File: config.mk
export PLATFORM = sky130hd
export DESIGN_NAME = power_line_frame_protocol
export DESIGN_NICKNAME = d
export VERILOG_FILES = /design/src/inc/plfp_pkg.sv /design/src/design/power_line_frame_protocol.sv
export SDC_FILE = /design/constraint.sdc
export NUM_CORES = 1
export LEC_CHECK = 0
export BUFFER_PORTS_ARGS = -buffer_cell sky130_fd_sc_hd__buf_2
export CAP_MARGIN = 20
export CORE_UTILIZATION = 55
export DETAILED_ROUTE_END_ITERATION = 8
export GPL_TIMING_DRIVEN = 1
export PLACE_DENSITY = 0.73
export SKIP_LAST_GASP = 1
export SLEW_MARGIN = 40
export SYNTH_ARGS = -nofsm -noshare
export SYNTH_HDL_FRONTEND = slang
export SYNTH_SLANG_ARGS = --single-unit
File: constraint.sdc
create_clock -name clk -period 5.1 [get_ports clk]
set_input_delay 0.255 -clock clk [delete_from_list [all_inputs] [get_ports clk]]
set_output_delay 0.255 -clock clk [all_outputs]
set_load 0.1 [all_outputs]
File: src/inc/plfp_pkg.sv
/*
  Shared constants for the power line frame protocol kernel: frame field
  values, character timing, buffer depth and tick timing.
  Assumes a 200 MHz system clock.
*/
package plfp_pkg;
  localparam int unsigned CLK_HZ = 200_000_000;
  localparam int unsigned BAUD = 1200;
  localparam int unsigned BIT_CYCLES = CLK_HZ / BAUD;
  localparam logic [7:0] PREAMBLE_VAL = 8'hFF;
  localparam logic [7:0] HEADER_VAL = 8'hAA;
  localparam int unsigned BUF_DEPTH = 16;
  localparam int unsigned CHAR_BITS = 11;
  // Tick period in nanoseconds, figure as printed
  localparam real TICK_NS = 555560.0;
  localparam int unsigned TICK_CYCLES = 111112;
  // Watchdog kick low time: at least 500 ns
  localparam int unsigned KICK_NS = 500;
  localparam int unsigned KICK_CYCLES = (KICK_NS * 200 + 999) / 1000;
  localparam logic [7:0] FCS_INIT = 8'h00;
  localparam int unsigned HDR_FIELDS = 4;
  typedef enum logic [2:0] {TX_IDLE, TX_PRE, TX_HDR, TX_FLD, TX_DATA, TX_FCS, TX_WAIT} tx_state_t;
  typedef enum logic [1:0] {RX_HUNT, RX_FLD, RX_DATA, RX_FCS} rx_state_t;
endpackage

File: src/design/power_line_frame_protocol.sv
/*
  Frame kernel for a power line FSK modem on an 11-bit async serial link.
  Assumes synchronous inputs; the modem keeps its own watchdog and
  direction timeout.
*/
`timescale 1ns/1ps
// How it works
// Frame fields sent in fixed order
// Preamble is FFh
// Header AAh marks frame start
// Drop frames with foreign house address
// Start, 8 data, odd parity, stop
// 1200 baud both ways
// Append checksum, verify on receive
// Transmit starts by loading preamble
// Empty event after each sent byte
// Compare match event on programmable value
// Receive data event per byte
// Sixteen entry transmit and receive buffers
// Tick updates timing, kicks watchdog
// Direction low means transmit
// Watchdog pulses low, periodic
// Tick every 555.56 microseconds
// Carrier detect falling edge events
// Modulo-256 checksum, drop parity errors
module power_line_frame_protocol #(
  parameter int unsigned TICK_CYC = plfp_pkg::TICK_CYCLES,
  // Clocks per serial bit; a short value lets a bench finish whole frames
  parameter int unsigned BIT_CYC = plfp_pkg::BIT_CYCLES
) (
  input wire logic clk,
  input wire logic rst_b,
  input wire logic [7:0] house_addr,
  input wire logic [7:0] compare_value,
  input wire logic [7:0] link_ctrl,
  input wire logic [7:0] src_addr,
  input wire logic [7:0] dst_addr,
  input wire logic [4:0] tx_len,
  input wire logic tx_wr,
  input wire logic [3:0] tx_wr_idx,
  input wire logic [7:0] tx_wr_data,
  input wire logic tx_start,
  output logic tx_busy,
  input wire logic [3:0] rx_rd_idx,
  output logic [7:0] rx_rd_data,
  output logic [4:0] rx_len,
  output logic rx_frame_ok,
  output logic rx_frame_bad,
  input wire logic serial_in,
  output logic serial_out,
  output logic rx_tx_n,
  output logic modem_watchdog_kick,
  input wire logic carrier_sense_n,
  output logic carrier_event,
  output logic tx_holding_empty_event,
  output logic rx_compare_match_event,
  output logic rx_data_event,
  output logic tick,
  output logic [15:0] tick_count
);
  import plfp_pkg::*;

  function automatic logic odd_par(input logic [7:0] d);
    odd_par = ~^d;
  endfunction

  logic [7:0] tx_buf [BUF_DEPTH];
  logic [7:0] rx_buf [BUF_DEPTH];

  // Tick generator and watchdog kick pulse
  logic [16:0] tick_cnt_r;
  logic [7:0] kick_cnt_r;
  always_ff @(posedge clk or negedge rst_b) begin
    if (!rst_b) begin
      tick_cnt_r <= '0;
      tick <= 1'b0;
      tick_count <= '0;
    end else begin
      tick <= 1'b0;
      if (tick_cnt_r == 17'(TICK_CYC - 1)) begin
        tick_cnt_r <= '0;
        tick <= 1'b1;
        tick_count <= tick_count + 16'h0001;
      end else begin
        tick_cnt_r <= tick_cnt_r + 17'h0_0001;
      end
    end
  end

  // Low pulse on each tick keeps the modem out of reset
  always_ff @(posedge clk or negedge rst_b) begin
    if (!rst_b) begin
      kick_cnt_r <= '0;
      modem_watchdog_kick <= 1'b1;
    end else if (tick) begin
      kick_cnt_r <= 8'(KICK_CYCLES);
      modem_watchdog_kick <= 1'b0; // see R13
    end else if (kick_cnt_r != 8'h00) begin
      kick_cnt_r <= kick_cnt_r - 8'h01;
      modem_watchdog_kick <= (kick_cnt_r == 8'h01);
    end
  end

  // Carrier detect edge
  logic cs_d_r;
  always_ff @(posedge clk or negedge rst_b) begin
    if (!rst_b) begin
      cs_d_r <= 1'b1;
      carrier_event <= 1'b0;
    end else begin
      cs_d_r <= carrier_sense_n;
      carrier_event <= cs_d_r & ~carrier_sense_n;
    end
  end

  // Transmit buffer writes from the user side
  always_ff @(posedge clk) begin
    if (tx_wr) begin
      tx_buf[tx_wr_idx] <= tx_wr_data;
    end
  end

  // Serial transmitter: one 11-bit character per load
  logic [10:0] tsh_r;
  logic [3:0] tbit_r;
  logic [17:0] tbaud_r;
  logic tload;
  logic [7:0] tbyte;
  logic tactive_r;
  always_ff @(posedge clk or negedge rst_b) begin
    if (!rst_b) begin
      tsh_r <= '1;
      tbit_r <= '0;
      tbaud_r <= '0;
      tactive_r <= 1'b0;
      tx_holding_empty_event <= 1'b0;
    end else begin
      tx_holding_empty_event <= 1'b0;
      if (tload) begin
        tsh_r <= {1'b1, odd_par(tbyte), tbyte, 1'b0};
        tbit_r <= '0;
        tbaud_r <= '0;
        tactive_r <= 1'b1;
      end else if (tactive_r) begin
        if (tbaud_r == 18'(BIT_CYC - 1)) begin
          tbaud_r <= '0;
          tsh_r <= {1'b1, tsh_r[10:1]};
          if (tbit_r == 4'(CHAR_BITS - 1)) begin
            tactive_r <= 1'b0;
            tx_holding_empty_event <= 1'b1;
          end else begin
            tbit_r <= tbit_r + 4'h1;
          end
        end else begin
          tbaud_r <= tbaud_r + 18'h0_0001;
        end
      end
    end
  end
  assign serial_out = tsh_r[0];

  // Transmit frame sequencer
  tx_state_t ts_r;
  logic [4:0] tidx_r;
  logic [7:0] tsum_r;
  logic [7:0] fld;
  always_comb begin
    case (tidx_r[1:0])
      2'd0: fld = house_addr;
      2'd1: fld = link_ctrl;
      2'd2: fld = src_addr;
      default: fld = dst_addr;
    endcase
  end
  always_comb begin
    tload = 1'b0;
    tbyte = PREAMBLE_VAL;
    case (ts_r)
      TX_PRE: begin
        tload = 1'b1;
        tbyte = PREAMBLE_VAL; // see R2
      end
      TX_HDR: begin
        tload = tx_holding_empty_event;
        tbyte = HEADER_VAL;
      end
      TX_FLD: begin
        tload = tx_holding_empty_event;
        tbyte = fld;
      end
      TX_DATA: begin
        tload = tx_holding_empty_event;
        tbyte = tx_buf[tidx_r[3:0]];
      end
      TX_FCS: begin
        tload = tx_holding_empty_event;
        tbyte = tsum_r;
      end
      default: begin
        tload = 1'b0;
      end
    endcase
  end
  always_ff @(posedge clk or negedge rst_b) begin
    if (!rst_b) begin
      ts_r <= TX_IDLE;
      tidx_r <= '0;
      tsum_r <= FCS_INIT;
    end else begin
      case (ts_r)
        TX_IDLE: if (tx_start) begin
          ts_r <= TX_PRE;
        end
        TX_PRE: ts_r <= TX_HDR;
        TX_HDR: if (tload) begin
          ts_r <= TX_FLD;
          tidx_r <= '0;
          tsum_r <= FCS_INIT;
        end
        TX_FLD: if (tload) begin
          tsum_r <= tsum_r + tbyte;
          tidx_r <= tidx_r + 5'h01;
          if (tidx_r == 5'(HDR_FIELDS - 1)) begin
            tidx_r <= '0;
            ts_r <= (tx_len == 5'h00) ? TX_FCS : TX_DATA;
          end
        end
        TX_DATA: if (tload) begin
          tsum_r <= tsum_r + tbyte;
          tidx_r <= tidx_r + 5'h01;
          if (tidx_r + 5'h01 >= tx_len || tidx_r == 5'(BUF_DEPTH - 1)) begin
            ts_r <= TX_FCS;
          end
        end
        TX_FCS: if (tload) begin
          ts_r <= TX_WAIT;
        end
        TX_WAIT: if (tx_holding_empty_event) begin
          ts_r <= TX_IDLE;
        end
        default: ts_r <= TX_IDLE;
      endcase
    end
  end
  assign tx_busy = (ts_r != TX_IDLE);
  assign rx_tx_n = ~tx_busy;

  // Serial receiver, samples mid-bit
  logic [3:0] rbit_r;
  logic [17:0] rbaud_r;
  logic ractive_r;
  logic [8:0] rsh_r;
  logic [7:0] rbyte_r;
  logic rpar_err_r;
  always_ff @(posedge clk or negedge rst_b) begin
    if (!rst_b) begin
      rbit_r <= '0;
      rbaud_r <= '0;
      ractive_r <= 1'b0;
      rsh_r <= '0;
      rbyte_r <= '0;
      rpar_err_r <= 1'b0;
      rx_data_event <= 1'b0;
      rx_compare_match_event <= 1'b0;
    end else begin
      rx_data_event <= 1'b0;
      rx_compare_match_event <= 1'b0;
      if (!ractive_r) begin
        if (!serial_in) begin
          ractive_r <= 1'b1;
          rbaud_r <= 18'(BIT_CYC / 2);
          rbit_r <= '0;
        end
      end else if (rbaud_r == 18'(BIT_CYC - 1)) begin
        rbaud_r <= '0;
        rbit_r <= rbit_r + 4'h1;
        if (rbit_r == 4'h0 && serial_in) begin
          ractive_r <= 1'b0; // False start
        end else if (rbit_r >= 4'h1 && rbit_r <= 4'h9) begin
          rsh_r <= {serial_in, rsh_r[8:1]};
        end else if (rbit_r == 4'(CHAR_BITS - 1)) begin
          ractive_r <= 1'b0;
          rbyte_r <= rsh_r[7:0];
          rpar_err_r <= (rsh_r[8] != odd_par(rsh_r[7:0])) | ~serial_in;
          rx_data_event <= 1'b1;
          rx_compare_match_event <= (rsh_r[7:0] == compare_value);
        end
      end else begin
        rbaud_r <= rbaud_r + 18'h0_0001;
      end
    end
  end

  // Receive frame analysis; hunt waits for the compare match on the header
  rx_state_t rs_r;
  logic [2:0] rf_r;
  logic [7:0] rsum_r;
  logic [4:0] rcnt_r;
  logic [4:0] rexp_r;
  logic rbad_r;
  always_ff @(posedge clk or negedge rst_b) begin
    if (!rst_b) begin
      rs_r <= RX_HUNT;
      rf_r <= '0;
      rsum_r <= FCS_INIT;
      rcnt_r <= '0;
      rexp_r <= '0;
      rbad_r <= 1'b0;
      rx_frame_ok <= 1'b0;
      rx_frame_bad <= 1'b0;
      rx_len <= '0;
    end else begin
      rx_frame_ok <= 1'b0;
      rx_frame_bad <= 1'b0;
      if (rx_data_event) begin
        case (rs_r)
          RX_HUNT: if (rx_compare_match_event && !rpar_err_r) begin // see R3
            rs_r <= RX_FLD;
            rf_r <= '0;
            rsum_r <= FCS_INIT;
            rbad_r <= 1'b0;
            rcnt_r <= '0;
          end
          RX_FLD: begin
            rsum_r <= rsum_r + rbyte_r;
            rf_r <= rf_r + 3'h1;
            if (rpar_err_r) rbad_r <= 1'b1;
            if (rf_r == 3'h0 && rbyte_r != house_addr) rbad_r <= 1'b1;
            // Low five bits of link control carry the data length
            if (rf_r == 3'h1) rexp_r <= (rbyte_r[4:0] > 5'(BUF_DEPTH)) ?
                                        5'(BUF_DEPTH) : rbyte_r[4:0];
            if (rf_r == 3'(HDR_FIELDS - 1)) rs_r <= (rexp_r == 5'h00) ? RX_FCS : RX_DATA;
          end
          RX_DATA: begin
            rsum_r <= rsum_r + rbyte_r;
            rcnt_r <= rcnt_r + 5'h01;
            if (rpar_err_r) rbad_r <= 1'b1;
            if (rcnt_r + 5'h01 >= rexp_r) rs_r <= RX_FCS;
          end
          RX_FCS: begin
            rs_r <= RX_HUNT;
            rx_len <= rcnt_r;
            if (rbad_r || rpar_err_r || rbyte_r != rsum_r) begin
              rx_frame_bad <= 1'b1;
            end else begin
              rx_frame_ok <= 1'b1;
            end
          end
          default: rs_r <= RX_HUNT;
        endcase
      end
    end
  end
  // Receive buffer kept out of the reset process: the memory has no reset
  always_ff @(posedge clk) begin
    if (rx_data_event && rs_r == RX_DATA) begin
      rx_buf[rcnt_r[3:0]] <= rbyte_r;
    end
  end
  assign rx_rd_data = rx_buf[rx_rd_idx];

  // Checks
  a_tick_spacing: assert property (@(posedge clk) disable iff (!rst_b)
    tick |=> !tick [*8]) else $error("tick repeated too soon");
  a_kick_low: assert property (@(posedge clk) disable iff (!rst_b)
    tick |=> !modem_watchdog_kick) else $error("watchdog kick not low after tick");
  // A low line level means a character is out, so the modem must be in transmit
  a_dir_tx: assert property (@(posedge clk) disable iff (!rst_b)
    !serial_out |-> !rx_tx_n) else $error("line driven low in receive direction");
  a_pre_first: assert property (@(posedge clk) disable iff (!rst_b)
    (ts_r == TX_PRE) |-> tload && tbyte == PREAMBLE_VAL) else $error("preamble not first");
  a_start_bit: assert property (@(posedge clk) disable iff (!rst_b)
    tload |=> !serial_out) else $error("no start bit");
  a_match_data: assert property (@(posedge clk) disable iff (!rst_b)
    rx_compare_match_event |-> rx_data_event) else $error("match without data");
  // Verdict only straight after the check-sum character was taken
  a_fcs_one: assert property (@(posedge clk) disable iff (!rst_b)
    (rx_frame_ok || rx_frame_bad) |-> $past(rx_data_event) && $past(rs_r) == RX_FCS)
    else $error("frame verdict outside check-sum slot");
  a_carrier_edge: assert property (@(posedge clk) disable iff (!rst_b)
    carrier_event |-> $past(cs_d_r) && !$past(carrier_sense_n))
    else $error("carrier event without falling edge");
  c_frame_ok: cover property (@(posedge clk) disable iff (!rst_b) rx_frame_ok);
  c_frame_bad: cover property (@(posedge clk) disable iff (!rst_b) rx_frame_bad);
  c_tx_done: cover property (@(posedge clk) disable iff (!rst_b)
    (ts_r == TX_WAIT) ##1 (ts_r == TX_IDLE));
endmodule

# Word level (Yosys, flattened, before mapping)
# Memory sizes are Yosys's and may differ from the RTL's.
# Cells that the tools add are included.
# op_classes
add_sub_neg	12
reduce_logical	47
bitwise	7
mux	93
order_cmp	5
eq_ne	40
# op_table
cell	count
$mux W18	6
$mux W1	42
$mux W8	5
$add A18 B1 Y18 const B	2
$eq A18 B18 Y1 const B	2
$mux W11	3
$pmux W8 S2	2
$pmux W8 S4	1
$mux W5	6
$mux W4	7
$mux W3	9
$ne A2 B2 Y1 const B	12
$pmux W8 S3	1
$pmux W3 S7	1
$reduce_and A3 Y1	7
$add A17 B1 Y17 const B	1
$eq A17 B17 Y1 const B	1
$mux W17	1
$add A16 B1 Y16 const B	1
$add A8 B8 Y8	2
$ne A8 B8 Y1	2
$reduce_xnor A8 Y1	2
$pmux W5 S3	1
$reduce_bool A2 Y1	7
44 further kinds	80
# word_totals
out_inout_bits	40
mem_count	2
regBits	170
word_cells	238
input_bits	67
ram_bits	256
# memory_table
memory	words	width	rd	rd_ports_with_merged_regs	wr	line	text
rx_buf	16	8	1	0	1	power_line_frame_protocol.sv:68	logic [7:0] rx_buf [BUF_DEPTH];
tx_buf	16	8	1	0	1	power_line_frame_protocol.sv:67	logic [7:0] tx_buf [BUF_DEPTH];

# Longest topological paths before layout
# Gate-level depths: netlist of run 1.
# depth
depth_word	6
depth_mapped	20
ltp_nobuf	16

# Worst setup path before layout of run 1
# Ideal clock, no wire load.
# synth_path
kind	flip-flop to flip-flop
from	register tidx_r[0]
to	register tsum_r[7]
path_slack_ns	1.674
synth_period_minus_slack_ns	3.426
setup_time_ns	0.121
path_stages_with_launch	19
arrival_time_ns	3.305
cell_sequence	dfrtp_1 -> buf_4 -> buf_12 -> buf_6 -> inv_1 -> ha_1 -> clkbuf_1 -> a222oi_1 -> mux2i_1 -> nor2_1 -> o211ai_2 -> ha_1 -> a21o_1 -> a21o_1 -> a21o_1 -> a21oi_1 -> o21ai_0 -> xnor2_1 -> a22o_1
# synth_via
elab_chain_cells	6
elab_cells_between_ends	9
classes_between	add/sub: 1; eq/ne: 2; mux: 4; reduce/logical: 1; memory: 1
# synth_rtl
element	line	text
start: declaration	power_line_frame_protocol.sv:164	logic [4:0] tidx_r;
start signal: assignment	power_line_frame_protocol.sv:222	tidx_r <= tidx_r + 5'h01;
start signal: assignment	power_line_frame_protocol.sv:230	tidx_r <= tidx_r + 5'h01;
parallel branches: the longest is 2 deep, another holds $mem_v2 Z16 W8	--	
$pmux W8 S4 (*)	power_line_frame_protocol.sv:178	case (ts_r)
$add A8 B8 Y8 (*)	power_line_frame_protocol.sv:221, power_line_frame_protocol.sv:229	
$mux W8 (*)	power_line_frame_protocol.sv:220, power_line_frame_protocol.sv:228	
$pmux W8 S2 (*)	power_line_frame_protocol.sv:210	case (ts_r)
end signal: assignment	power_line_frame_protocol.sv:221	tsum_r <= tsum_r + tbyte;
end signal: assignment	power_line_frame_protocol.sv:229	tsum_r <= tsum_r + tbyte;
end: declaration	power_line_frame_protocol.sv:165	logic [7:0] tsum_r;
# Every way passes the cells marked *. The select of a mux whose other input is x is not followed.
# A chain may end at the register's enable or synchronous reset.

# Worst setup path after layout of run 1
# Ends and elaborated chain as after synthesis.

==> results.ini, run 1 <==
[clocking]
cts_tree = yes
insertion_delay_ns = 0.57
postCtsResizedCells = 0
cts_buffer_depth = 3
clkSinkCount = 425
numCtsBuffers = 44
clkTransAtPathRegs_ns = 0.06
hold_buffers = 6
clockRootBuffer = clkbuf_16
postCtsSetupRepairBufs = 0
htree_levels = 2

[synth]
syn_nets = 1594
ys_types = 72
synth_area_sq_um = 19600
synth_edf_count = 256
ys_seq_elements = 425
synth_area_per_cell_sq_um = 13.4
synth_commonest_cells = 256 x edfxtp_1, 157 x dfrtp_1, 104 x nor2_1
yosysWarnings = 0
syn_inst = 1468
ys_seq_area_share_pct = 60.8
async_flop_share_pct = 39.8
yosysMostFrequentCell = edfxtp_1
yosysTopAreaCellShare_pct = 39.2
synth_largest_area_cell = edfxtp_1
synth-main-ff-cell = edfxtp_1
synth.area.top_cells = edfxtp_1 39%, dfrtp_1 20%, mux4_2 4.6%

[timing]
relSlewSlack_pct = 43.4
skew_ns = 0.0158
maxSlewViolCount = 0
fin_crit_ns = 3.94
rsz0062_at_grt = false
finalHoldViolations = 0
finalSetupViolCount = 0
clock.fmax_ghz = 0.254
tightest_slew_ns = 0.848
setup_slack_ns = 1.16
finalCritPeriodShare_pct = 77.2
fin_setup_tns_ns = 0

[worst_setup_path]
arrival_ns = 4.39
r2r_setup_slack_ns = 1.16
worstPathMaxFanout = 47
startpoint_type = flop
critPathKind = flop to flop
cp.required_ns = 5.55
worstSetupEndpointType = flop

[final_layout]
layout-drive-gt1-share_pct = 17.9
areaGrowthSynthToFinish_pct = 11.8
multi_input_area_sq_um = 7170
design_area_sq_um = 21900
fin_nets = 1706
instances_no_fill = 2070
seqCellArea_sq_um = 11900
fin_util_pct = 63.1
antenna_cells = 0
fill_cells = 2623

[placed_design]
io_buffers = 106
placed_cells = 1982
finalWeightedCongestion = 0.870
pre_cts_ws_ns = 1.22
place_area_sq_um = 20500
place_hpwl_microns = 27100

[floorplanning]
start_util_pct = 56.4
ioPinCount = 107
die_w_microns = 191
die_h_microns = 191
num_rows = 68
die_area_sq_um = 36500
core-area_sq_um = 34800

[route]
routed-wl-met3_microns = 2470
drc = 0
viasPerCell = 5.80
antenna_left = 0
wl_microns = 41100
num_vias = 12000
dr.pass1.iters = 5
highest_layer = met4
detail_route.iter0.violations = 899
route.met2.wl_microns = 19200
wl_met1_microns = 18500
wl_per_cell_microns = 19.8

[global_routing]
overflow = 0
grt_pass1_wl_microns = 65900
grtUsageTotal_pct = 23.4
antenna_found_initial = 0
grt_max_degree = 74
grt_pass1_vias = 12000

[pwr]
p_sw_share_pct = 22.1
combPwrFrac_pct = 3.8
p_seq_share_pct = 53.6
netSwitchingPower_w = 0.00156
pwr_density_cell_nw_per_um2 = 321
leakagePower_nw = 8.05
internal_power_w = 0.00550
power.share.clock_pct = 42.6
ir_drop_mv = 0.309

[outcome]
outcome = completed

[min_path]
hold_path_class = input port to flop

[flow_run]
cap_violations = 0

## registers in the layout, summed over array words and instances, names as in the netlist, 2 cells and up
signal,count
tsum_r,8
rx_len,5
rcnt_r,5
rbyte_r,8
rsum_r,8
tick_count,16
rbaud_r,18
tick_cnt_r,17
rsh_r,9
rx_buf,128
rf_r,3
tx_buf,128
tsh_r,10
kick_cnt_r,8
rexp_r,5
rs_r,2
tbit_r,4
rbit_r,4
ts_r,3
tbaud_r,18
tidx_r,5
## layout make-up
cell class / instances / area share [%]
Multi-Input combinational cell: 928 / 32.7
Clock inverter: 25 / 0.810
Clock buffer: 56 / 5.31
Tap cell: 455 / 2.59
Timing Repair Buffer: 128 / 3.31
Sequential cell: 425 / 54.4
Inverter: 53 / 0.906
## kinds of logic (layout without fill, tap and decap cells)
kind of cell,after synthesis,in the layout,share of synthesized area [%]
flops,425,425,60.8
simple gates,400,400,10.4
compound gates,232,232,7.93
mux,142,142,9.93
buf+inv,115,262,2.92
xor+xnor,95,95,4.24
fa+ha+maj,59,59,3.84
## stage by stage
| stage | hold WS, ns | total power (W) |
|---|---|---|
| 6_report | 0.0592 | 0.00705 |
| 5_1_grt | 0.0581 | 0.00728 |
| 4_1_cts | 0.0454 | 0.00711 |
| 3_5_place_dp | 0.330 | 0.00411 |
| 3_3_place_gp | 0.330 | 0.00410 |
| 2_1_floorplan | -0.0406 | 0.00398 |
## power by group through the flow
stage               clock [W]  combinational, W  sequential [W]
floorplan                   0          0.000151         0.00383
global placement            0          0.000257         0.00384
detailed placement          0          0.000266         0.00384
CTS                   0.00306          0.000270         0.00378
global route          0.00319          0.000305         0.00379
finish                0.00301          0.000267         0.00378
## worst max-delay path, stage by stage, from the launching register on
cell      delay, ns
dfrtp_4        0.92
inv_1          0.15
ha_1           0.34
a222oi_1       0.34
mux2i_1        0.12
nor2_1         0.21
o211ai_2       0.18
ha_1           0.31
a21o_1         0.18
a21o_1         0.19
a21o_1         0.18
a21oi_1        0.20
o21ai_0        0.15
xnor2_1        0.14
a22o_1         0.19
## cell usage in the layout (no fill, tap or decap), types with 9 or more instances in the layout
master / netlist / final
a21o_1: 9 / 9
a21oi_1: 55 / 55
a22oi_1: 30 / 30
and3_1: 17 / 17
buf_2: 13 / 104
buf_4: 7 / 16
clkbuf_1: 27 / 10
clkbuf_16: 0 / 44
clkinv_2: 0 / 10
dfrtp_1: 157 / 153
dfstp_2: 12 / 12
edfxtp_1: 256 / 256
ha_1: 57 / 57
inv_1: 53 / 53
mux2_1: 14 / 14
mux2i_1: 80 / 80
mux4_2: 40 / 40
nand2_1: 94 / 94
nand2b_1: 17 / 17
nand3_1: 56 / 56
nand4_1: 17 / 17
nor2_1: 104 / 94
nor2_2: 3 / 12
nor2b_1: 14 / 13
nor3_1: 17 / 17
nor4_1: 9 / 9
o21ai_0: 62 / 62
o21ai_1: 10 / 9
o31ai_1: 10 / 10
or3_1: 10 / 10
xnor2_1: 62 / 62
xor2_1: 33 / 33
## final timing paths
kind / cells past startpoint / from / endpoint
max: 14 / tidx_r[0]$_DFFE_PN0P_ / tsum_r[7]$_DFFE_PN0P_
min: 1 / tx_wr_data[2] / tx_buf[8][2]$_DFFE_PP_
max reg2reg: 14 / tidx_r[0]$_DFFE_PN0P_ / tsum_r[7]$_DFFE_PN0P_
min reg2reg: 2 / rbad_r$_DFFE_PN0P_ / rbad_r$_DFFE_PN0P_
max in group asynchronous: 3 / rst_b / ractive_r$_DFF_PN0_
min in group asynchronous: 2 / rst_b / tidx_r[0]$_DFFE_PN0P_
## layer usage
| metal | global-route usage (%) | up-vias |
|---|---|---|
| met4 | 6.62 | 0 |
| met2 | 36.8 | 341 |
| met1 | 33.4 | 5924 |
| met3 | 4.37 | 67 |
| li1 | - | 5678 |
| met5 | 0 | - |
No activity file was read; power rests on OpenSTA's default activity.
==> run 2: changes to the inputs <==
ABC_AREA = 1   (was default)
clock period = 3.8 ns   (was 5.1 ns; I/O delays follow)
==> run 2 against run 1 <==
  * Core utilization grew 0.30 points
  * Synthesized cell count grew 40%
  * Largest cell class unchanged
  * Critical path type unchanged
  * Cell count grew 29%
  * Non-clock buffer count grew 13
==> results.ini, run 2 <==
[timing]
relSlewSlack_pct = 43.6
finalHoldViolations = 0
finalCritPeriodShare_pct = 85.0
setup_slack_ns = 0.571
maxSlewViolCount = 0
rsz0062_at_grt = false
fin_crit_ns = 3.23
fin_setup_tns_ns = 0
skew_ns = 0.0284
clock.fmax_ghz = 0.310
finalSetupViolCount = 0
fin_hold_ws_ns = 0.0178
tightest_slew_ns = 0.841

[synth]
yosysWarnings = 0
ys_seq_area_share_pct = 58.9
synth_area_per_cell_sq_um = 9.82
ys_types = 57
syn_nets = 2187
synth.area.top_cells = edfxtp_1 38%, dfrtp_1 19%, nand2_1 8.1%
yosysTopAreaCellShare_pct = 38.0
syn_inst = 2061
yosysMostFrequentCell = nand2_1
synth-main-ff-cell = edfxtp_1
synth_commonest_cells = 439 x nand2_1, 263 x inv_1, 256 x edfxtp_1
async_flop_share_pct = 39.8
synth_edf_count = 256
synth_largest_area_cell = edfxtp_1
ys_seq_elements = 425
synth_area_sq_um = 20200

[floorplanning]
start_util_pct = 56.4
core-area_sq_um = 35900
num_rows = 69
die_area_sq_um = 37600
die_w_microns = 194
ioPinCount = 107
die_h_microns = 194

[pwr]
p_total_w = 0.0127
leakagePower_nw = 9.95
ir_drop_mv = 0.491
pwr_density_cell_nw_per_um2 = 558

[global_routing]
grt_pass1_wl_microns = 75100
grt_max_degree = 72
grt_pass1_vias = 14500
overflow = 0
antenna_found_initial = 1
grtUsageTotal_pct = 25.1

[route]
wl_microns = 46300
num_vias = 14900
wl_per_cell_microns = 17.3
detail_route.iter0.violations = 1118
viasPerCell = 5.55
antenna_left = 0
drc = 0
dr.pass1.iters = 6

[clocking]
numCtsBuffers = 43
clockRootBuffer = clkbuf_16
clkTransAtPathRegs_ns = 0.06
postCtsSetupRepairBufs = 0
cts_tree = yes
cts_buffer_depth = 3
insertion_delay_ns = 0.58
htree_levels = 2
postCtsResizedCells = 0
clkSinkCount = 425

[min_path]
hold_path_class = input port to flop
hold_path_depth = 1

[final_layout]
layout-drive-gt1-share_pct = 11.2
final_common_cell = nand2_1
fin_nets = 2308
fill_cells = 2842
multi_input_area_sq_um = 7050
instances_no_fill = 2678
seqCellArea_sq_um = 11900
final_cell_mix = 439 x nand2_1, 262 x inv_1, 256 x edfxtp_1
areaGrowthSynthToFinish_pct = 12.4

[placed_design]
finalWeightedCongestion = 0.953
io_buffers = 106
placed_cells = 2591
pre_cts_ws_ns = 0.600
place_hpwl_microns = 30900

[worst_setup_path]
arrival_ns = 3.72
r2r_cells = 18
crit_chain = ha_1 > inv_1 > nor2_1 > nor2_1 > o21ai_0 > nand3_1 > inv_1 > nand2_1 > ha_1 > inv_1 > fa_1 > o31ai_1 > and2_1 > nor2_1 > nor2_1 > nor2_1 > xor2_1 > o21ai_0
crit_path_max_incr_delay_ns = 0.45
cp.required_ns = 4.29
cpMaxStageDelayCell = dfrtp_2
worstPathMaxFanout = 12
worstSetupEndpointType = flop
startpoint_type = flop
cp_common_cell = nor2_1
critPathKind = flop to flop

[flow_run]
cap_violations = 0

[outcome]
outcome = completed

run 2: changes by cell type in the layout (fill, tap and decap cells not counted), moves of 40 or more:
cell / delta
a21oi_1: +46
o21ai_0: +65
nor2_1: +45
mux2i_1: -47
mux4_2: -40
nand3_1: +89
nand2_1: +345
o211ai_1: +40
inv_1: +209
run 2: stage by stage:
stage          cell area (sq um)  util (%)
6_report                   22800      63.4
5_1_grt                    22800      63.4
4_1_cts                    22700      63.3
3_5_place_dp               21300      59.4
3_3_place_gp               21300      59.4
2_1_floorplan              20200         -
run 2: area by class of cell:
cell class | instances | share of cell area [%]
multi-input combinational | 1301 | 31.0
antenna | 1 | 0.0110
inverter | 270 | 4.45
sequential | 425 | 52.4
clock inverter | 24 | 0.913
clock buffer | 55 | 4.97
tap | 461 | 2.53
timing repair buffer | 141 | 3.71
run 2: final timing paths:
path	from	endpoint	slack, ns
setup reg to reg	tidx_r[0]$_DFFE_PN0P_	tsum_r[6]$_DFFE_PN0P_	0.57
setup / recovery	tidx_r[0]$_DFFE_PN0P_	tsum_r[6]$_DFFE_PN0P_	0.57
max in group asynchronous	rst_b	tsh_r[1]$_DFFE_PN1P_	2.67
min in group asynchronous	rst_b	rbaud_r[8]$_DFFE_PN0P_	0.21
hold / removal	tx_wr_data[1]	tx_buf[3][1]$_DFFE_PP_	0.02
hold reg to reg	cs_d_r$_DFF_PN1_	carrier_event$_DFF_PN0_	0.46
run 2: power breakdown:
group | switching [W] | internal (W) | leakage (nW) | total (W)
clock network | 0.00177 | 0.00232 | 0.653 | 0.00409
logic | 0.00218 | 0.00104 | 5.03 | 0.00322
registers | 0.000217 | 0.00518 | 4.26 | 0.00539
total | 0.00417 | 0.00854 | 9.95 | 0.0127
run 2: logic make-up (layout without fill, tap and decap cells):
group | count (synthesis) | in the layout | synth area share [%]
compound gates | 328 | 328 | 9.38
buf+inv | 335 | 490 | 6.39
xor+xnor | 68 | 68 | 2.94
other cells | 0 | 1 | 0
fa+ha+maj | 59 | 59 | 3.72
flops | 425 | 425 | 58.9
mux | 34 | 34 | 1.69
simple gates | 812 | 812 | 16.9
run 2: layer usage:
layer  up-vias  routed length, microns  global-route usage [%]
li1       7186                       -                       -
met3        95                    3130                    4.52
met5         -                       0                       0
met4         0                    1430                    9.91
met2       530                   21900                    40.7
met1      7050                   19900                    33.9
run 2: what timing repair did:
item,CTS,global route
hold endpoints to repair,87,0
setup endpoints to repair,0,0
hold buffers,7,0
run 2: worst max-delay path: cells and delay by family, from the launching register on:
kind | cells | cell delay, ns
AOI/OAI and AO/OA | 3 | 0.58
xor gates and xnor gates | 1 | 0.13
adders and majority gates | 3 | 0.84
buffers and inverters | 3 | 0.37
DFF | 1 | 0.45
and+or+nand+nor | 8 | 0.79
==> run 3: changes to the inputs <==
clock period = 3.1 ns   (was 3.8 ns; I/O delays follow)
==> run 3 against run 2 <==
  * Cell area rose by 3.5%
  * Sequential power rose by 23%
  * Via count rose by 2.3%
  * Combinational power rose by 52%
  * Clock power rose by 26%
  * Power rose by 31%
==> results.ini, run 3 (synthesized netlist as in run 2, its figures left out) <==
[floorplanning]
die_area_sq_um = 37600
ioPinCount = 107
core-area_sq_um = 35900
start_util_pct = 56.4
die_w_microns = 194
die_h_microns = 194
num_rows = 69

[worst_setup_path]
startpoint_type = flop
critPathKind = flop to flop
crit_chain = clkinv_4 > buf_6 > ha_4 > a21oi_1 > nand3_1 > o211ai_1 > nand3_1 > inv_1 > nand2_1 > ha_1 > nand3_2 > nand2_1 > nand2_1 > nand2_1 > a21oi_2 > nor2_1 > o21ai_1 > nand2_1 > xor2_1 > o22ai_1
worstPathMaxFanout = 8
cp_common_cell = nand2_1
cp.required_ns = 3.56
cpMaxStageDelayCell = dfrtp_2
crit_path_max_incr_delay_ns = 0.48
worstSetupEndpointType = flop
arrival_ns = 3.46

[timing]
finalHoldViolations = 0
relSlewSlack_pct = 43.2
skew_ns = 0.0179
fin_hold_ws_ns = 0.0925
finalCritPeriodShare_pct = 96.7
fin_crit_ns = 3.00
finalSetupViolCount = 0
fin_setup_tns_ns = 0
clock.fmax_ghz = 0.333
rsz0062_at_grt = true
maxSlewViolCount = 0
tightest_slew_ns = 0.849

[final_layout]
final_common_cell = nand2_1
layout-drive-gt1-share_pct = 14.2
final_cell_mix = 433 x nand2_1, 260 x inv_1, 256 x edfxtp_1
instances_no_fill = 2736
fin_nets = 2363
multi_input_area_sq_um = 7180
design_area_sq_um = 23500
areaGrowthSynthToFinish_pct = 16.3
fill_cells = 2767
seqCellArea_sq_um = 11900

[pwr]
p_total_w = 0.0167
pwr_density_cell_nw_per_um2 = 707
ir_drop_mv = 0.491
leakagePower_nw = 10.3

[min_path]
hold_path_class = input port to flop

[global_routing]
overflow = 0
grt_pass1_vias = 14900
grt_max_degree = 62
grtUsageTotal_pct = 25.8
grt_pass1_wl_microns = 77000
antenna_found_initial = 1

[clocking]
clkTransAtPathRegs_ns = 0.06
insertion_delay_ns = 0.59
htree_levels = 2
cts_buffer_depth = 3
clkSinkCount = 425
cts_tree = yes
numCtsBuffers = 45
clockRootBuffer = clkbuf_16

[placed_design]
finalWeightedCongestion = 0.927
place_hpwl_microns = 32700
placed_cells = 2624
io_buffers = 106
place_area_sq_um = 21600

[route]
viasPerCell = 5.56
drc = 0
wl_per_cell_microns = 17.8
dr.pass1.iters = 5
detail_route.iter0.violations = 1429
num_vias = 15200
antenna_left = 0
wl_microns = 48700

[outcome]
outcome = completed

[flow_run]
cap_violations = 0

-- run 3: changes by cell type in the layout (fill, tap and decap cells not counted), moves of 6 or more --
| cell | previous run | this run |
|---|---|---|
| buf_4 | 27 | 58 |
| buf_6 | 1 | 8 |
| dlygate4sd3_1 | 7 | 14 |
| ha_1 | 57 | 50 |
| buf_12 | 2 | 8 |
| nand2_1 | 439 | 433 |
-- run 3: worst max-delay path, delay by kind of cell (launching register included) --
kind,cells,cell delay [ns]
fa+ha+maj,2,0.47
xor+xnor,1,0.15
simple gates,9,0.76
flops,1,0.48
buf+inv,3,0.34
compound gates,5,0.68
-- run 3: final timing paths --
check                                         from                         end  slack [ns]  cells after the start
setup reg to reg             tidx_r[0]$_DFFE_PN0P_       tsum_r[7]$_DFFE_PN0P_        0.10                     20
setup / recovery             tidx_r[0]$_DFFE_PN0P_       tsum_r[7]$_DFFE_PN0P_        0.10                     20
hold / removal                        tx_wr_idx[0]      tx_buf[2][1]$_DFFE_PP_        0.09                      3
hold reg to reg            tick_cnt_r[0]$_DFF_PN0_     tick_cnt_r[0]$_DFF_PN0_        0.46                      1
min in group asynchronous                    rst_b  tick_count[15]$_DFFE_PN0P_        0.13                      2
max in group asynchronous                    rst_b      rbyte_r[3]$_DFFE_PN0P_        1.98                      3
-- run 3: per-layer routing --
metal  vias to the layer above  part of all wire (%)  global-route usage [%]
met5                         -                     0                       0
met4                         0                   3.0                    9.32
met3                        95                   6.2                    4.49
met2                       515                    48                    42.9
met1                      7282                    43                    34.1
li1                       7313                     -                       -
-- run 3: through the flow --
step | worst slack (ns) | util (%)
after CTS | 0.00201 | 64.6
after detailed placement | 0.0208 | 60.3
final | 0.101 | 65.6
after floorplan | 0.00846 | -
after global placement | 0.110 | 60.2
after global routing | -0.111 | 65.6
-- run 3: timing repair --
| action | in CTS | in global routing |
|---|---|---|
| resized for setup | 0 | 43 |
| hold endpoints to repair | 190 | 0 |
| setup buffers | 0 | 9 |
| setup endpoints to repair | 0 | 3 |
| hold buffers | 14 | 0 |
-- run 3: power breakdown --
group / switching, W / internal, W / total (W)
clock: 0.00229 / 0.00285 / 0.00514
sequential: 0.000285 / 0.00635 / 0.00663
combinational: 0.00300 / 0.00188 / 0.00488
-- run 3: layout make-up --
class                   count  area share (%)
diodes                      1          0.0106
clock buffers              63            5.28
clock inverters            21           0.749
inverters                 270            4.33
multi-input cells        1301            30.5
flip-flops and latches    425            50.7
well taps                 461            2.45
repair buffers            194            6.01
